==> config.mk <==
export PLATFORM = sky130hd
export DESIGN_NAME = jesd_link_test_pattern_ctrl
export DESIGN_NICKNAME = d
export VERILOG_FILES = /design/src/hdl/tp_pkg.sv /design/src/hdl/sample_fifo.sv /design/src/hdl/pn_seq_gen.sv /design/src/hdl/jesd_link_test_pattern_ctrl.sv
export SDC_FILE = /design/constraint.sdc
export NUM_CORES = 1
export LEC_CHECK = 0
export CAP_MARGIN = 10
export CORE_MARGIN = 2
export CORE_UTILIZATION = 58
export CTS_BUF_LIST = sky130_fd_sc_hd__clkbuf_4 sky130_fd_sc_hd__clkbuf_8
export DETAILED_ROUTE_END_ITERATION = 10
export DONT_BUFFER_PORTS = 1
export GPL_ROUTABILITY_DRIVEN = 0
export PLACE_DENSITY = 0.72
export RECOVER_POWER = 25
export SLEW_MARGIN = 30
export SYNTH_ARGS = -nofsm -noshare
export SYNTH_HDL_FRONTEND = slang
export SYNTH_SLANG_ARGS = --single-unit
==> constraint.sdc <==
create_clock -name i_sys_clk -period 3.9 [get_ports i_sys_clk]
set_input_delay 0.78 -clock i_sys_clk [delete_from_list [all_inputs] [get_ports i_sys_clk]]
set_output_delay 0.78 -clock i_sys_clk [all_outputs]
set_load 0.03 [all_outputs]
==> src/hdl/tp_pkg.sv <==
// constants and types for the link test pattern controller
package tp_pkg;

  // register addresses
  localparam logic [11:0] ADDR_MODE_B    = 12'h572;
  localparam logic [11:0] ADDR_MODE_C    = 12'h573;
  localparam logic [11:0] ADDR_MODE_D    = 12'h574;
  localparam logic [11:0] ADDR_PHASE     = 12'h578;
  localparam logic [11:0] ADDR_DEVID     = 12'h580;
  localparam logic [11:0] ADDR_USER_BASE = 12'h5a0;
  localparam logic [11:0] ADDR_STATUS    = 12'h5a8;
  localparam int          USER_BYTES     = 8;

  // reset values and writable bit masks
  localparam logic [7:0] RST_MODE_B  = 8'h00;
  localparam logic [7:0] RST_MODE_C  = 8'h00;
  localparam logic [7:0] RST_MODE_D  = 8'h00;
  localparam logic [7:0] RST_PHASE   = 8'h00;
  localparam logic [7:0] RST_DEVID   = 8'h00;
  localparam logic [7:0] RST_USER    = 8'h00;
  localparam logic [7:0] MASK_MODE_B = 8'hf6;
  localparam logic [7:0] MASK_MODE_C = 8'hff;
  localparam logic [7:0] MASK_MODE_D = 8'hf7;
  localparam logic [7:0] MASK_PHASE  = 8'h1f;

  // field positions
  localparam int TP_LSB  = 0;
  localparam int LT_LSB  = 0;
  localparam int ST_DONE = 0;
  localparam int ST_EMPTY = 1;
  localparam int ST_FULL = 2;

  // transport test selector codes
  localparam logic [3:0] TP_OFF      = 4'h0;
  localparam logic [3:0] TP_CHECKER  = 4'h1;
  localparam logic [3:0] TP_TOGGLE   = 4'h2;
  localparam logic [3:0] TP_PN31     = 4'h3;
  localparam logic [3:0] TP_PN23     = 4'h4;
  localparam logic [3:0] TP_PN15     = 4'h5;
  localparam logic [3:0] TP_PN9      = 4'h6;
  localparam logic [3:0] TP_PN7      = 4'h7;
  localparam logic [3:0] TP_RAMP     = 4'h8;
  localparam logic [3:0] TP_USER_REP = 4'he;
  localparam logic [3:0] TP_USER_ONE = 4'hf;

  // link-layer test selector codes
  localparam logic [2:0] LT_OFF    = 3'h0;
  localparam logic [2:0] LT_D21_5  = 3'h1;
  localparam logic [2:0] LT_RPAT   = 3'h4;
  localparam logic [2:0] LT_JSPAT  = 3'h5;
  localparam logic [2:0] LT_JTSPAT = 3'h6;

  // pattern octets and sequences
  localparam logic [7:0]  CHECK_A   = 8'haa;
  localparam logic [7:0]  CHECK_B   = 8'h55;
  localparam logic [7:0]  D21_5     = 8'hb5;
  localparam logic [30:0] PN_SEED   = 31'h7fffffff;
  localparam int          SEQ_LEN   = 12;
  localparam logic [7:0] RPAT_SEQ [SEQ_LEN] = '{
    8'hbe, 8'hd7, 8'h23, 8'h47, 8'h6b, 8'h8f,
    8'hb3, 8'h14, 8'h5e, 8'hfb, 8'h35, 8'h59};
  localparam logic [7:0] JSPAT_SEQ [SEQ_LEN] = '{
    8'h01, 8'h02, 8'h03, 8'h04, 8'h05, 8'h06,
    8'h07, 8'h08, 8'h09, 8'h0a, 8'h0b, 8'h0c};
  localparam logic [7:0] JTSPAT_SEQ [SEQ_LEN] = '{
    8'h11, 8'h12, 8'h13, 8'h14, 8'h15, 8'h16,
    8'h17, 8'h18, 8'h19, 8'h1a, 8'h1b, 8'h1c};

  typedef struct packed {
    logic        wr;
    logic        rd;
    logic [11:0] addr;
    logic [7:0]  wdata;
  } reg_req_t;

  typedef struct packed {
    logic       valid;
    logic [7:0] data;
  } reg_rsp_t;

  typedef enum logic [1:0] {USER_IDLE, USER_RUN, USER_DONE} user_state_t;

endpackage

==> src/hdl/sample_fifo.sv <==
// synchronous fifo for converter sample words
`timescale 1ns/100ps
module sample_fifo #(
  parameter int W     = 16,
  parameter int DEPTH = 32
) (
  input  wire logic         i_sys_clk,
  input  wire logic         i_resetn,
  input  wire logic         i_in_valid,
  input  wire logic [W-1:0] i_in_data,
  output logic              o_in_ready,
  output logic              o_out_valid,
  output logic [W-1:0]      o_out_data,
  input  wire logic         i_out_ready
);
  localparam int AW = $clog2(DEPTH);

  initial begin
    if (DEPTH < 2 || (DEPTH & (DEPTH - 1)) != 0)
      $error("sample_fifo: depth must be a power of two");
  end

  logic [W-1:0]  mem [DEPTH];
  logic [AW-1:0] wr_ptr;
  logic [AW-1:0] rd_ptr;
  logic [AW:0]   count;
  logic          push;
  logic          pop;

  assign push        = i_in_valid && o_in_ready;
  assign pop         = o_out_valid && i_out_ready;
  assign o_out_data  = mem[rd_ptr];
  assign o_out_valid = (count != '0);

  always_ff @(posedge i_sys_clk) begin
    if (push) begin
      mem[wr_ptr] <= i_in_data;
    end
  end

  always_ff @(posedge i_sys_clk or negedge i_resetn) begin
    if (!i_resetn) begin
      wr_ptr     <= '0;
      rd_ptr     <= '0;
      count      <= '0;
      o_in_ready <= 1'b1;
    end else begin
      if (push) wr_ptr <= wr_ptr + 1'b1;
      if (pop) rd_ptr <= rd_ptr + 1'b1;
      if (push && !pop) begin
        count      <= count + 1'b1;
        o_in_ready <= (count != (AW + 1)'(DEPTH - 1));
      end else if (pop && !push) begin
        count      <= count - 1'b1;
        o_in_ready <= 1'b1;
      end
    end
  end
endmodule

==> src/hdl/pn_seq_gen.sv <==
// selectable pseudo-random word generator
`timescale 1ns/100ps
module pn_seq_gen #(
  parameter int W = 16
) (
  input  wire logic         i_sys_clk,
  input  wire logic         i_resetn,
  input  wire logic         i_restart,
  input  wire logic         i_adv,
  input  wire logic [3:0]   i_mode,
  output logic [W-1:0]      o_word
);
  logic [30:0] state;
  logic [30:0] next_state;

  // o_word is the next w bits the sequence will produce
  always_comb begin
    int   order;
    int   tap;
    logic fb;
    order = 31;
    tap   = 28;
    fb    = 1'b0;
    case (i_mode)
      tp_pkg::TP_PN23: begin order = 23; tap = 18; end
      tp_pkg::TP_PN15: begin order = 15; tap = 14; end
      tp_pkg::TP_PN9:  begin order = 9;  tap = 5;  end
      tp_pkg::TP_PN7:  begin order = 7;  tap = 6;  end
      default:         begin order = 31; tap = 28; end
    endcase
    next_state = state;
    o_word     = '0;
    for (int i = 0; i < W; i++) begin
      fb            = next_state[order-1] ^ next_state[tap-1];
      o_word[W-1-i] = fb;
      next_state    = {next_state[29:0], fb};
    end
  end

  always_ff @(posedge i_sys_clk or negedge i_resetn) begin
    if (!i_resetn) begin
      state <= tp_pkg::PN_SEED;
    end else if (i_restart) begin
      state <= tp_pkg::PN_SEED;
    end else if (i_adv) begin
      state <= next_state;
    end
  end
endmodule

==> src/hdl/jesd_link_test_pattern_ctrl.sv <==
// test pattern and link test sequence control for the serial link
// Overview of operation
// RQ1: selector 0000 passes normal converter samples
// RQ2: selector 0001 sends alternating checkerboard words
// RQ3: selector 0010 toggles all ones and zeros
// RQ4: offer pn31 and pn23 sequences
// RQ5: offer pn15 sequence
// RQ6: offer pn9 and pn7 sequences
// RQ7: selector 1000 sends incrementing ramp
// RQ8: 1110 repeats user pattern, 1111 once
// RQ9: link selector 000 sends normal data
// RQ10: link selector 001 sends D21.5 stream
// RQ11: 100/101/110 send RPAT, JSPAT, JTSPAT
// RQ12: receiver checks patterns against local reference; this module has no receive path, only the bench compares link words
`timescale 1ns/100ps
module jesd_link_test_pattern_ctrl #(
  parameter int W     = 16,
  parameter int DEPTH = 32
) (
  input  wire logic             i_sys_clk,
  input  wire logic             i_resetn,
  input  wire tp_pkg::reg_req_t i_reg_req,
  output tp_pkg::reg_rsp_t      o_reg_rsp,
  input  wire logic             i_smp_valid,
  input  wire logic [W-1:0]     i_smp_data,
  output logic                  o_smp_ready,
  output logic                  o_link_valid,
  output logic [W-1:0]          o_link_data,
  input  wire logic             i_link_ready
);
  localparam int OCTETS     = W / 8;
  localparam int USER_WORDS = tp_pkg::USER_BYTES / OCTETS;

  initial begin
    if (W % 8 != 0 || W < 8)
      $error("word width must be a whole number of octets");
    if (tp_pkg::SEQ_LEN % OCTETS != 0)
      $error("word width must divide the link sequence length");
    if (tp_pkg::USER_BYTES % OCTETS != 0)
      $error("word width must divide the user pattern length");
  end

  // registers
  logic [7:0]  mode_b;
  logic [7:0]  mode_c;
  logic [7:0]  mode_d;
  logic [7:0]  phase;
  logic [7:0]  devid;
  logic [7:0]  user_pat [tp_pkg::USER_BYTES];

  logic [3:0]  tp_sel;
  logic [2:0]  lt_sel;
  logic        tp_restart;
  logic        lt_restart;

  // pattern state
  logic        checker_ph;
  logic        toggle_ph;
  logic [W-1:0] ramp;
  logic [$clog2(USER_WORDS+1)-1:0] user_idx;
  logic [$clog2(tp_pkg::SEQ_LEN+1)-1:0] seq_idx;
  tp_pkg::user_state_t user_state;
  tp_pkg::user_state_t next_user_state;

  // datapath
  logic         fifo_valid;
  logic [W-1:0] fifo_data;
  logic         fifo_full_n;
  logic         take;
  logic         is_pn;
  logic [W-1:0] pn_word;
  logic [W-1:0] tp_word;
  logic [W-1:0] next_link_data;

  function automatic logic [W-1:0] rep_octet(input logic [7:0] b);
    logic [W-1:0] r;
    r = '0;
    for (int k = 0; k < OCTETS; k++) begin
      r[k*8 +: 8] = b;
    end
    return r;
  endfunction

  // first octet of a word goes out in the top byte
  function automatic logic [W-1:0] seq_word(input logic [2:0] sel,
                                            input int start);
    logic [W-1:0] r;
    logic [7:0]   b;
    int           j;
    r = '0;
    b = '0;
    j = 0;
    for (int k = 0; k < OCTETS; k++) begin
      j = (start + k) % tp_pkg::SEQ_LEN;
      case (sel)
        tp_pkg::LT_RPAT:  b = tp_pkg::RPAT_SEQ[j];
        tp_pkg::LT_JSPAT: b = tp_pkg::JSPAT_SEQ[j];
        default:          b = tp_pkg::JTSPAT_SEQ[j];
      endcase
      r[(OCTETS-1-k)*8 +: 8] = b;
    end
    return r;
  endfunction

  function automatic logic [W-1:0] user_word(input int widx);
    logic [W-1:0] r;
    r = '0;
    for (int k = 0; k < OCTETS; k++) begin
      r[(OCTETS-1-k)*8 +: 8] = user_pat[widx*OCTETS + k];
    end
    return r;
  endfunction

  assign tp_sel     = mode_c[tp_pkg::TP_LSB +: 4];
  assign lt_sel     = mode_d[tp_pkg::LT_LSB +: 3];
  assign tp_restart = i_reg_req.wr && (i_reg_req.addr == tp_pkg::ADDR_MODE_C);
  assign lt_restart = i_reg_req.wr && (i_reg_req.addr == tp_pkg::ADDR_MODE_D);
  assign is_pn      = (tp_sel >= tp_pkg::TP_PN31) &&
                      (tp_sel <= tp_pkg::TP_PN7);
  assign o_smp_ready = fifo_full_n;
  // a slot opens whenever a sample word is waiting and the link can take it
  assign take = fifo_valid && (!o_link_valid || i_link_ready);

  sample_fifo #(
    .W     (W),
    .DEPTH (DEPTH)
  ) u_fifo (
    .i_sys_clk   (i_sys_clk),
    .i_resetn    (i_resetn),
    .i_in_valid  (i_smp_valid),
    .i_in_data   (i_smp_data),
    .o_in_ready  (fifo_full_n),
    .o_out_valid (fifo_valid),
    .o_out_data  (fifo_data),
    .i_out_ready (take)
  );

  pn_seq_gen #(
    .W (W)
  ) u_pn (
    .i_sys_clk (i_sys_clk),
    .i_resetn  (i_resetn),
    .i_restart (tp_restart),
    .i_adv     (take && is_pn),
    .i_mode    (tp_sel),
    .o_word    (pn_word)
  );

  // register writes
  always_ff @(posedge i_sys_clk or negedge i_resetn) begin
    if (!i_resetn) begin
      mode_b <= tp_pkg::RST_MODE_B;
      mode_c <= tp_pkg::RST_MODE_C;
      mode_d <= tp_pkg::RST_MODE_D;
      phase  <= tp_pkg::RST_PHASE;
      devid  <= tp_pkg::RST_DEVID;
    end else if (i_reg_req.wr) begin
      if (i_reg_req.addr == tp_pkg::ADDR_MODE_B) begin
        mode_b <= i_reg_req.wdata & tp_pkg::MASK_MODE_B;
      end else if (i_reg_req.addr == tp_pkg::ADDR_MODE_C) begin
        mode_c <= i_reg_req.wdata & tp_pkg::MASK_MODE_C;
      end else if (i_reg_req.addr == tp_pkg::ADDR_MODE_D) begin
        mode_d <= i_reg_req.wdata & tp_pkg::MASK_MODE_D;
      end else if (i_reg_req.addr == tp_pkg::ADDR_PHASE) begin
        phase <= i_reg_req.wdata & tp_pkg::MASK_PHASE;
      end else if (i_reg_req.addr == tp_pkg::ADDR_DEVID) begin
        devid <= i_reg_req.wdata;
      end
    end
  end

  always_ff @(posedge i_sys_clk or negedge i_resetn) begin
    if (!i_resetn) begin
      for (int i = 0; i < tp_pkg::USER_BYTES; i++) begin
        user_pat[i] <= tp_pkg::RST_USER;
      end
    end else if (i_reg_req.wr &&
                 i_reg_req.addr >= tp_pkg::ADDR_USER_BASE &&
                 i_reg_req.addr < tp_pkg::ADDR_STATUS) begin
      user_pat[3'(i_reg_req.addr - tp_pkg::ADDR_USER_BASE)] <=
        i_reg_req.wdata;
    end
  end

  // register reads
  always_ff @(posedge i_sys_clk or negedge i_resetn) begin
    if (!i_resetn) begin
      o_reg_rsp <= '0;
    end else begin
      o_reg_rsp.valid <= i_reg_req.rd;
      if (!i_reg_req.rd) begin
        o_reg_rsp.data <= 8'h00;
      end else if (i_reg_req.addr == tp_pkg::ADDR_MODE_B) begin
        o_reg_rsp.data <= mode_b;
      end else if (i_reg_req.addr == tp_pkg::ADDR_MODE_C) begin
        o_reg_rsp.data <= mode_c;
      end else if (i_reg_req.addr == tp_pkg::ADDR_MODE_D) begin
        o_reg_rsp.data <= mode_d;
      end else if (i_reg_req.addr == tp_pkg::ADDR_PHASE) begin
        o_reg_rsp.data <= phase;
      end else if (i_reg_req.addr == tp_pkg::ADDR_DEVID) begin
        o_reg_rsp.data <= devid;
      end else if (i_reg_req.addr >= tp_pkg::ADDR_USER_BASE &&
                   i_reg_req.addr < tp_pkg::ADDR_STATUS) begin
        o_reg_rsp.data <=
          user_pat[3'(i_reg_req.addr - tp_pkg::ADDR_USER_BASE)];
      end else if (i_reg_req.addr == tp_pkg::ADDR_STATUS) begin
        o_reg_rsp.data <= '0;
        o_reg_rsp.data[tp_pkg::ST_DONE]  <=
          (user_state == tp_pkg::USER_DONE);
        o_reg_rsp.data[tp_pkg::ST_EMPTY] <= !fifo_valid;
        o_reg_rsp.data[tp_pkg::ST_FULL]  <= !fifo_full_n;
      end else begin
        o_reg_rsp.data <= 8'h00;
      end
    end
  end

  // simple transport patterns advance one step per sent word
  always_ff @(posedge i_sys_clk or negedge i_resetn) begin
    if (!i_resetn) begin
      checker_ph <= 1'b0;
      toggle_ph  <= 1'b0;
      ramp       <= '0;
    end else if (tp_restart) begin
      checker_ph <= 1'b0;
      toggle_ph  <= 1'b0;
      ramp       <= '0;
    end else if (take) begin
      checker_ph <= !checker_ph; // RQ2
      toggle_ph  <= !toggle_ph; // RQ3
      ramp       <= ramp + 1'b1; // RQ7
    end
  end

  // user pattern sequencing
  always_comb begin
    next_user_state = user_state;
    case (user_state)
      tp_pkg::USER_IDLE: begin
        if (tp_sel == tp_pkg::TP_USER_ONE) next_user_state = tp_pkg::USER_RUN;
      end
      tp_pkg::USER_RUN: begin
        if (take && user_idx == ($bits(user_idx))'(USER_WORDS - 1))
          next_user_state = tp_pkg::USER_DONE;
      end
      default: begin
        next_user_state = tp_pkg::USER_DONE;
      end
    endcase
  end

  always_ff @(posedge i_sys_clk or negedge i_resetn) begin
    if (!i_resetn) begin
      user_state <= tp_pkg::USER_IDLE;
    end else if (tp_restart) begin
      user_state <= tp_pkg::USER_IDLE;
    end else if (tp_sel == tp_pkg::TP_USER_ONE) begin
      user_state <= next_user_state; // RQ8
    end
  end

  always_ff @(posedge i_sys_clk or negedge i_resetn) begin
    if (!i_resetn) begin
      user_idx <= '0;
    end else if (tp_restart) begin
      user_idx <= '0;
    end else if (take) begin
      if (user_idx == ($bits(user_idx))'(USER_WORDS - 1)) begin
        user_idx <= '0; // RQ8
      end else begin
        user_idx <= user_idx + 1'b1;
      end
    end
  end

  // link sequence position in octets
  always_ff @(posedge i_sys_clk or negedge i_resetn) begin
    if (!i_resetn) begin
      seq_idx <= '0;
    end else if (lt_restart) begin
      seq_idx <= '0;
    end else if (take) begin
      if (seq_idx >= ($bits(seq_idx))'(tp_pkg::SEQ_LEN - OCTETS)) begin
        seq_idx <= '0; // RQ11
      end else begin
        seq_idx <= seq_idx + ($bits(seq_idx))'(OCTETS);
      end
    end
  end

  // transport level word
  always_comb begin
    case (tp_sel)
      tp_pkg::TP_OFF:      tp_word = fifo_data; // RQ1
      tp_pkg::TP_CHECKER:  tp_word = checker_ph ? // RQ2
                             rep_octet(tp_pkg::CHECK_B) :
                             rep_octet(tp_pkg::CHECK_A);
      tp_pkg::TP_TOGGLE:   tp_word = toggle_ph ? '0 : '1; // RQ3
      tp_pkg::TP_PN31,
      tp_pkg::TP_PN23:     tp_word = pn_word; // RQ4
      tp_pkg::TP_PN15:     tp_word = pn_word; // RQ5
      tp_pkg::TP_PN9,
      tp_pkg::TP_PN7:      tp_word = pn_word; // RQ6
      tp_pkg::TP_RAMP:     tp_word = ramp; // RQ7
      tp_pkg::TP_USER_REP: tp_word = user_word(int'(user_idx)); // RQ8
      tp_pkg::TP_USER_ONE: tp_word = // RQ8
                             (next_user_state == tp_pkg::USER_RUN ||
                              user_state == tp_pkg::USER_RUN) ?
                             user_word(int'(user_idx)) : '0;
      default:             tp_word = fifo_data;
    endcase
  end

  // link level override
  always_comb begin
    case (lt_sel)
      tp_pkg::LT_OFF:    next_link_data = tp_word; // RQ9
      tp_pkg::LT_D21_5:  next_link_data = rep_octet(tp_pkg::D21_5); // RQ10
      tp_pkg::LT_RPAT,
      tp_pkg::LT_JSPAT,
      tp_pkg::LT_JTSPAT: next_link_data = // RQ11
                           seq_word(lt_sel, int'(seq_idx));
      default:           next_link_data = tp_word;
    endcase
  end

  // output stage
  always_ff @(posedge i_sys_clk or negedge i_resetn) begin
    if (!i_resetn) begin
      o_link_valid <= 1'b0;
      o_link_data  <= '0;
    end else if (take) begin
      o_link_valid <= 1'b1;
      o_link_data  <= next_link_data;
    end else if (i_link_ready) begin
      o_link_valid <= 1'b0;
    end
  end

endmodule

# --- Word-level counts from Yosys, hierarchy flattened ---
# Memory sizes are Yosys's and may differ from the RTL's.
# Index checks and enable logic that the tools add are counted.
word_totals:
  ff_bits: 199
  mem_bits_rw: 512
  romBits: 768
  input_bits: 42
  out_inout_bits: 27
  word_cells: 314
  memories: 7
classes:
  addsub: 12
  div: 2
  n_lt_le_gt_ge: 13
  eq_ne: 25
  mux: 164
  n_bitwise: 25
  n_reduce_logical: 38
memory_table:
  columns: ["name", "depth", "width", "read_ports", "rd_ports_with_merged_regs", "wr", "line", "rtl"]
  rows:
  - ["u_fifo.mem", 32, 16, 1, 0, 1, "sample_fifo.sv:23", "logic [W-1:0] mem [DEPTH];"]
  - ["(no name shown)", 16, 8, 1, 0, 0, "jesd_link_test_pattern_ctrl.sv:98", "default: b = tp_pkg::JTSPAT_SEQ[j];"]
  - ["(no name shown)", 16, 8, 1, 0, 0, "jesd_link_test_pattern_ctrl.sv:97", "tp_pkg::LT_JSPAT: b = tp_pkg::JSPAT_SEQ[j];"]
  - ["(no name shown)", 16, 8, 1, 0, 0, "jesd_link_test_pattern_ctrl.sv:96", "tp_pkg::LT_RPAT: b = tp_pkg::RPAT_SEQ[j];"]
  - ["(no name shown)", 16, 8, 1, 0, 0, "jesd_link_test_pattern_ctrl.sv:98", null]
  - ["(no name shown)", 16, 8, 1, 0, 0, "jesd_link_test_pattern_ctrl.sv:97", null]
  - ["+1 memories", null, null, null, null, null, null, null]
ops:
  columns: ["op", "count"]
  rows:
  - ["$mux 8", 26]
  - ["$bmux 1 s5", 32]
  - ["$pmux 16 s6", 1]
  - ["$mux 16", 5]
  - ["$mux 1", 74]
  - ["$bmux 8 s3", 3]
  - ["$eq 12x11->1 const B", 6]
  - ["$bwmux 64", 1]
  - ["$ge 32x4->1 const B", 2]
  - ["$ge 32x5->1 const B", 2]
  - ["$lt 32x7->1 const B", 2]
  - ["$not 32->32", 2]
  - ["$mux 31", 2]
  - ["$pmux 5 s4", 2]
  - ["$mod 32x5->32 const B", 1]
  - ["$mod 5x5->32 const B", 1]
  - ["$not 4->32", 1]
  - ["$not 5->32", 1]
  - ["$pmux 16 s2", 1]
  - ["$pmux 8 s2", 2]
  - ["$demux 8 s3", 1]
  - ["$add 16x1->16 const B", 1]
  - ["$eq 4x3->1 const B", 4]
  - ["$xor 1x1->1", 16]
  - ["43 further kinds", 90]

# --- Longest topological paths before layout ---
depth:
  ltp_word: 69
  ltp_mapped: 17
  ltp_nobuf: 14

# --- Hierarchy ---
# A second synthesis with hierarchy kept.
hier_totals:
  cells_unflattened: 2596
  hier_area_um2: 35240.0
modules_own_cells:
  columns: ["mod", "instances", "cells_each", "area_per_inst_um2", "seq_area_each_um2"]
  rows:
  - ["sample_fifo", 1, 990, 20647.3, 15801.4]
  - ["jesd_link_test_pattern_ctrl", 1, 744, 8235.4, 3753.6]
  - ["pn_seq_gen", 1, 862, 6357.3, 814.5]

# --- Worst setup path before layout ---
# No wires, ideal clock.
synth_timing:
  path_type: "register -> register"
  from: "register u_fifo.count[3]"
  to: "register u_fifo.count[5]"
  t_arrival_ns: 3.572
  required_ns: 3.775
  path_slack_ns: 0.203
  stages_incl_launch_ff: 18
  n_path_buf: 3
  cell_sequence: "dfrtp_1 or4_1 nor3_1 nor2b_1 clkbuf_1 inv_1 clkbuf_1 buf_1 ha_1 inv_1 ha_1 a21o_1 a21oi_1 o21bai_1 a21oi_1 xnor2_1 nor2_1 xor2_1"
synth_via:
  elab_chain_cells: 6
  elab_cells_between_ends: 11
  cone_classes: "2 x add/sub; 2 x mux; 7 x reduce/logical"
synth_lines:
  columns: ["element", "line", "rtl"]
  rows:
  - ["start: declaration", "sample_fifo.sv:26", "logic [AW:0] count;"]
  - ["start signal: assignment", "sample_fifo.sv:51", "count <= count + 1'b1;"]
  - ["start signal: assignment", "sample_fifo.sv:54", "count <= count - 1'b1;"]
  - ["parallel branches: the longest is 6 deep, another holds $sub 6x1->6", null, null]
# Several ways; the timed one is not identified. The select of a mux whose other input is x is not followed.
# A chain may end at the register's enable or synchronous reset.

# --- Worst setup path in the final report ---
layout_timing:
  from: "register mode_c[0]"
  to: "register o_link_data[2]"
layout_via:
  elab_chain_cells: 61
  elab_cells_between_ends: 120
  cone_classes: "2 x add/sub; 11 x eq/ne; 91 x mux; 14 x bitwise; 2 x reduce/logical"
layout_lines:
  columns: ["element", "line", "rtl"]
  rows:
  - ["start: declaration", "jesd_link_test_pattern_ctrl.sv:45", "logic [7:0] mode_c;"]
  - ["start signal: assignment", "jesd_link_test_pattern_ctrl.sv:153", "mode_c <= tp_pkg::RST_MODE_C;"]
  - ["start signal: assignment", "jesd_link_test_pattern_ctrl.sv:161", "mode_c <= i_reg_req.wdata & tp_pkg::MASK_MODE_C;"]
  - ["$eq 4x3->1", "pn_seq_gen.sv:24, jesd_link_test_pattern_ctrl.sv:294", null]
  - ["$pmux 5 s4", "pn_seq_gen.sv:24", "case (i_mode)"]
  - ["$sub 5x1->6", "pn_seq_gen.sv:34", "fb = next_state[order-1] ^ next_state[tap-1];"]
  - ["$bmux 1 s5", "pn_seq_gen.sv:34", null]
  - ["$mux 1 (implied by the code) (2 in series)", "pn_seq_gen.sv:34", null]
  - ["$xor 1x1->1", "pn_seq_gen.sv:34", null]
  - ["$bmux 1 s5", "pn_seq_gen.sv:34", null]
  - ["$mux 1 (implied by the code) (2 in series)", "pn_seq_gen.sv:34", null]
  - ["[41 not listed]", null, null]
  - ["$bmux 1 s5", "pn_seq_gen.sv:34", null]
  - ["$mux 1 (implied by the code) (2 in series)", "pn_seq_gen.sv:34", null]
  - ["$xor 1x1->1", "pn_seq_gen.sv:34", null]
  - ["$bmux 1 s5", "pn_seq_gen.sv:34", null]
  - ["$mux 1 (implied by the code) (2 in series)", "pn_seq_gen.sv:34", null]
  - ["$xor 1x1->1", "pn_seq_gen.sv:34", null]
  - ["$pmux 16 s6 (*)", "jesd_link_test_pattern_ctrl.sv:294", "case (tp_sel)"]
  - ["$pmux 16 s2 (*)", "jesd_link_test_pattern_ctrl.sv:317", "case (lt_sel)"]
  - ["end signal: assignment", "jesd_link_test_pattern_ctrl.sv:335", "o_link_data <= next_link_data;"]
  - ["end: declaration", "jesd_link_test_pattern_ctrl.sv:28", "output logic [W-1:0] o_link_data,"]
# Mark *: on every way between the ends. The rest lies on a longest branch, timed or not. The select of a mux whose other input is x is not followed.

==> flow_summary_export.csv <==
group,metric,value,unit
outcome,status,"finished with violations",
outcome,failed_checks,"hold timing",
critical_path,path_class,"reg2reg",
yosys,synth_mux_area_share,18.69,%
drt,drt_first_pass_iters,7,
drt,ant_nets,0,
drt,wl_per_cell,26.66,um
yosys,synthArstFlopShare,27.89,%
yosys,synth_simple_gate_area_share,5.725,%
final_layout,layout_commonest_cell,"edfxtp_1",
floorplan,rows,85,
pwr,p_seq_share,44.5,%
drt,detail_route.iter0.violations,1897,
critical_path,max_stage_delay,560,ps
timing,rsz0062_at_grt,"no",
final_layout,layout-area-overhead-vs-synth,11.11,%
timing,final-hold-violation-count,194,
placed_design,numPortBuffers,0,
pwr,combPwrFrac,26.3,%
yosys,synth_top_family_by_area,"multiplexers",
critical_path,worstPathRequired,4490,ps
critical_path,crit_arrival,4380,ps
floorplan,core_area,53710,um2
placed_design,hpwl,47110,um
floorplan,die_w,236.6,um
yosys,synthAdderAreaFrac,0.7814,%
timing,setup_viol,0,
timing,period_needed,3787,ps
final_layout,multi_input_area,10460,um2
drt,drcViolationCount,0,
yosys,synth_cell_types,74,
yosys,syn-instance-count,1952,
clock_network,cts_inserted_buffers,111,
final_layout,nets,2085,
yosys,netlist_area,31380,um2
timing,drv_slew,0,
critical_path,crit_chain,"nor4b_1 > a222oi_1 > nor3b_1 > or2_4 > mux4_2 > xor2_1 > mux4_2 > xnor2_1 > and2_1 > o41ai_1",
global_route,grt_overflow,0,
final_layout,nFillCells,3694,
clock_network,cts.sinks,710,
timing,layout_worst_path_cycle_share,97.09,%
clock_network,cts_tree,"built",
final_layout,final_cell_mix,"512 x edfxtp_1, 190 x mux4_2, 160 x dfrtp_1",
yosys,synthXorXnorAreaFrac,1.675,%
floorplan,io_pins,69,
clock_network,clk_latency,720,ps
yosys,synth_ff_type,"edfxtp_1",
timing,finClkSkew,29.62,ps
clock_network,clockBufferDepth,3,
global_route,grt_first_pass_wirelength,114300,um
critical_path,endpoint_kind,"flip-flop",
yosys,syn_nets,2013,
global_route,grt_pass1_vias,18700,
pwr,intPower,14.93,mW
pwr,power_frac_clock,29.2,%
worst_hold_path,hp-class,"in2async",
floorplan,die_area,55980,um2
floorplan,dieHeight,236.6,um
clock_network,clk_pin_slew,60,ps
pwr,power.density,614.3,nW/um2
critical_path,cp_top_family,"simple AND/OR/NAND/NOR gates",
yosys,yosys_warnings,0,
yosys,ys_seq_area_share,64.91,%
timing,fin_setup_tns,0,ps
drt,routed_wl,74890,um
yosys,synth_edf_count,512,
global_route,grt_usage,27.25,%
drt,num_vias,18500,
floorplan,initial_core_util,58.43,%
yosys,synth.avg_cell_area,16.08,um2
timing,fmax,0.2641,GHz
yosys,synth-compound-area-share,6.204,%
global_route,grt_max_degree,199,
pwr,switching_share,30.29,%
global_route,antenna_found_initial,1,
clock_network,cts_root_buf,"clkbuf_8",
flow_run,cap_violations,0,
final_layout,drive_gt1_share,30.92,%
timing,worst_slew_pin_slew,885.1,ps
critical_path,path_buf_inv,0,
final_layout,post-route-util,64.92,%
timing,holdWs,-225.9,ps
yosys,synth-seq-cells,710,
pwr,ir_worst_vdd,0.3839,mV
pwr,p_sw,6.488,mW
critical_path,crit_top_cell,"mux4_2",
critical_path,cp_slowest_cell,"nor4b_1",
critical_path,cp-start-kind,"flip-flop",
timing,slew_headroom,40.99,%
pwr,leakage,12.52,nW
critical_path,crit_fanout,15,
clock_network,htreeDepth,3,
final_layout,seqCellArea,20380,um2
drt,routed_via_density,6.585,
[flip-flops by register name, indices dropped and copies added, names as in the netlist, 2 cells and up]
| register | flops |
|---|---|
| devid | 8 |
| mode_b | 6 |
| mode_c | 8 |
| mode_d | 7 |
| o_link_data | 16 |
| o_reg_rsp | 9 |
| phase | 5 |
| ramp | 16 |
| seq_idx | 3 |
| u_fifo.count | 6 |
| u_fifo.mem | 512 |
| u_fifo.rd_ptr | 5 |
| u_fifo.wr_ptr | 5 |
| u_pn.state | 31 |
| user_idx | 3 |
| user_pat | 64 |
| user_state | 2 |
[cell families after synthesis]
| kind of cell | Yosys count |
|---|---|
| flops | 710 |
| mux | 334 |
| simple gates | 379 |
| xor+xnor | 60 |
| buf+inv | 157 |
| compound gates | 293 |
| fa+ha+maj | 19 |
[area by class of cell]
type | count | share of cell area [%]
inverters | 21 | 0.2261
diodes | 1 | 0.007177
repair buffers | 95 | 2.404
well taps | 696 | 2.497
flip-flops and latches | 710 | 58.45
clock buffers | 156 | 5.440
multi-input cells | 1085 | 30.00
clock inverters | 45 | 0.9724
[layer usage]
metal / routed length, um / GRT usage [%]
met5: 0 / 0
met4: 2485 / 9.628
met3: 5547 / 5.024
met2: 37620 / 45.60
met1: 29250 / 36.27
[power groups by stage]
stage	Combinational [mW]	Sequential, mW	Clock [mW]
after floorplan	4.16	9.25	0
after global placement	5.53	9.64	0
after detailed placement	5.64	9.68	0
after CTS	5.66	9.53	6.38
after global routing	5.99	9.60	6.73
final	5.63	9.54	6.25
[timing repair]
action,4_1_cts,5_1_grt
gates resized for setup,0,2
setup buffers,0,0
endpoints found under the hold margin,198,198
endpoints found under the setup margin,0,5
[through the flow]
stage	hold WS (ps)	std cells	setup slack, ps	area, um2	total power [mW]
after floorplan	447.5	1952	202.7	31380	13.41
after global placement	464.5	2607	362.6	32610	15.16
after detailed placement	484.9	2607	244.4	32620	15.32
after CTS	-295.4	2808	243.9	34850	21.58
after global routing	-285.6	2809	3.130	34870	22.32
final	-225.9	2809	113.4	34870	21.42
[worst paths after layout]
kind	end	cells after the start	startpoint	slack (ps)
min in group i_sys_clk	o_reg_rsp[8]	0	i_reg_req[20]	90
min reg2reg	mode_c[5]	1	mode_c[5]	500
max in group asynchronous	o_link_data[6]	0	i_resetn	3690
min	u_fifo.wr_ptr[2]	0	i_resetn	-230
max reg2reg	o_link_data[2]	10	mode_c[0]	110
max	o_link_data[2]	10	mode_c[0]	110
[cells in the mapped netlist (all sizes together) (4+ instances only)]
| library cell | n | area share, % |
|---|---|---|
| a211o | 5 | 0.14 |
| a211oi | 16 | 0.40 |
| a21boi | 4 | 0.096 |
| a21oi | 64 | 1.0 |
| a221o | 4 | 0.13 |
| a221oi | 10 | 0.28 |
| a222oi | 8 | 0.26 |
| a22o | 5 | 0.14 |
| a31oi | 10 | 0.20 |
| and2 | 12 | 0.24 |
| and3 | 12 | 0.24 |
| buf | 42 | 0.64 |
| clkbuf | 94 | 1.1 |
| dfrtp | 166 | 13 |
| dfstp | 32 | 2.7 |
| edfxtp | 512 | 49 |
| ha | 18 | 0.72 |
| inv | 21 | 0.25 |
| mux2 | 117 | 4.2 |
| mux2i | 27 | 0.86 |
| mux4 | 190 | 14 |
| nand2 | 108 | 1.3 |
| nand2b | 11 | 0.24 |
| nand3 | 25 | 0.40 |
| nand3b | 6 | 0.14 |
| nand4 | 6 | 0.12 |
| nand4b | 5 | 0.14 |
| nor2 | 126 | 1.5 |
| nor2b | 15 | 0.30 |
| nor3 | 23 | 0.37 |
| nor3b | 4 | 0.096 |
| o2111ai | 4 | 0.11 |
| o211ai | 9 | 0.22 |
| o21ai | 76 | 1.2 |
| o221ai | 8 | 0.22 |
| o22a | 24 | 0.67 |
| o22ai | 16 | 0.32 |
| o31ai | 7 | 0.17 |
| or3 | 6 | 0.12 |
| or4 | 4 | 0.096 |
| xnor2 | 33 | 0.92 |
| xor2 | 27 | 0.75 |
[worst reg2reg max path, cell delays in order, from the launching register on]
cell      delay [ps]
dfrtp_2          530
nor4b_1          570
a222oi_1         280
nor3b_1          240
or2_4            280
mux4_2           470
xor2_1           190
mux4_2           490
xnor2_1          150
and2_1           160
o41ai_1          320
Power figures use the tool's default switching activity.
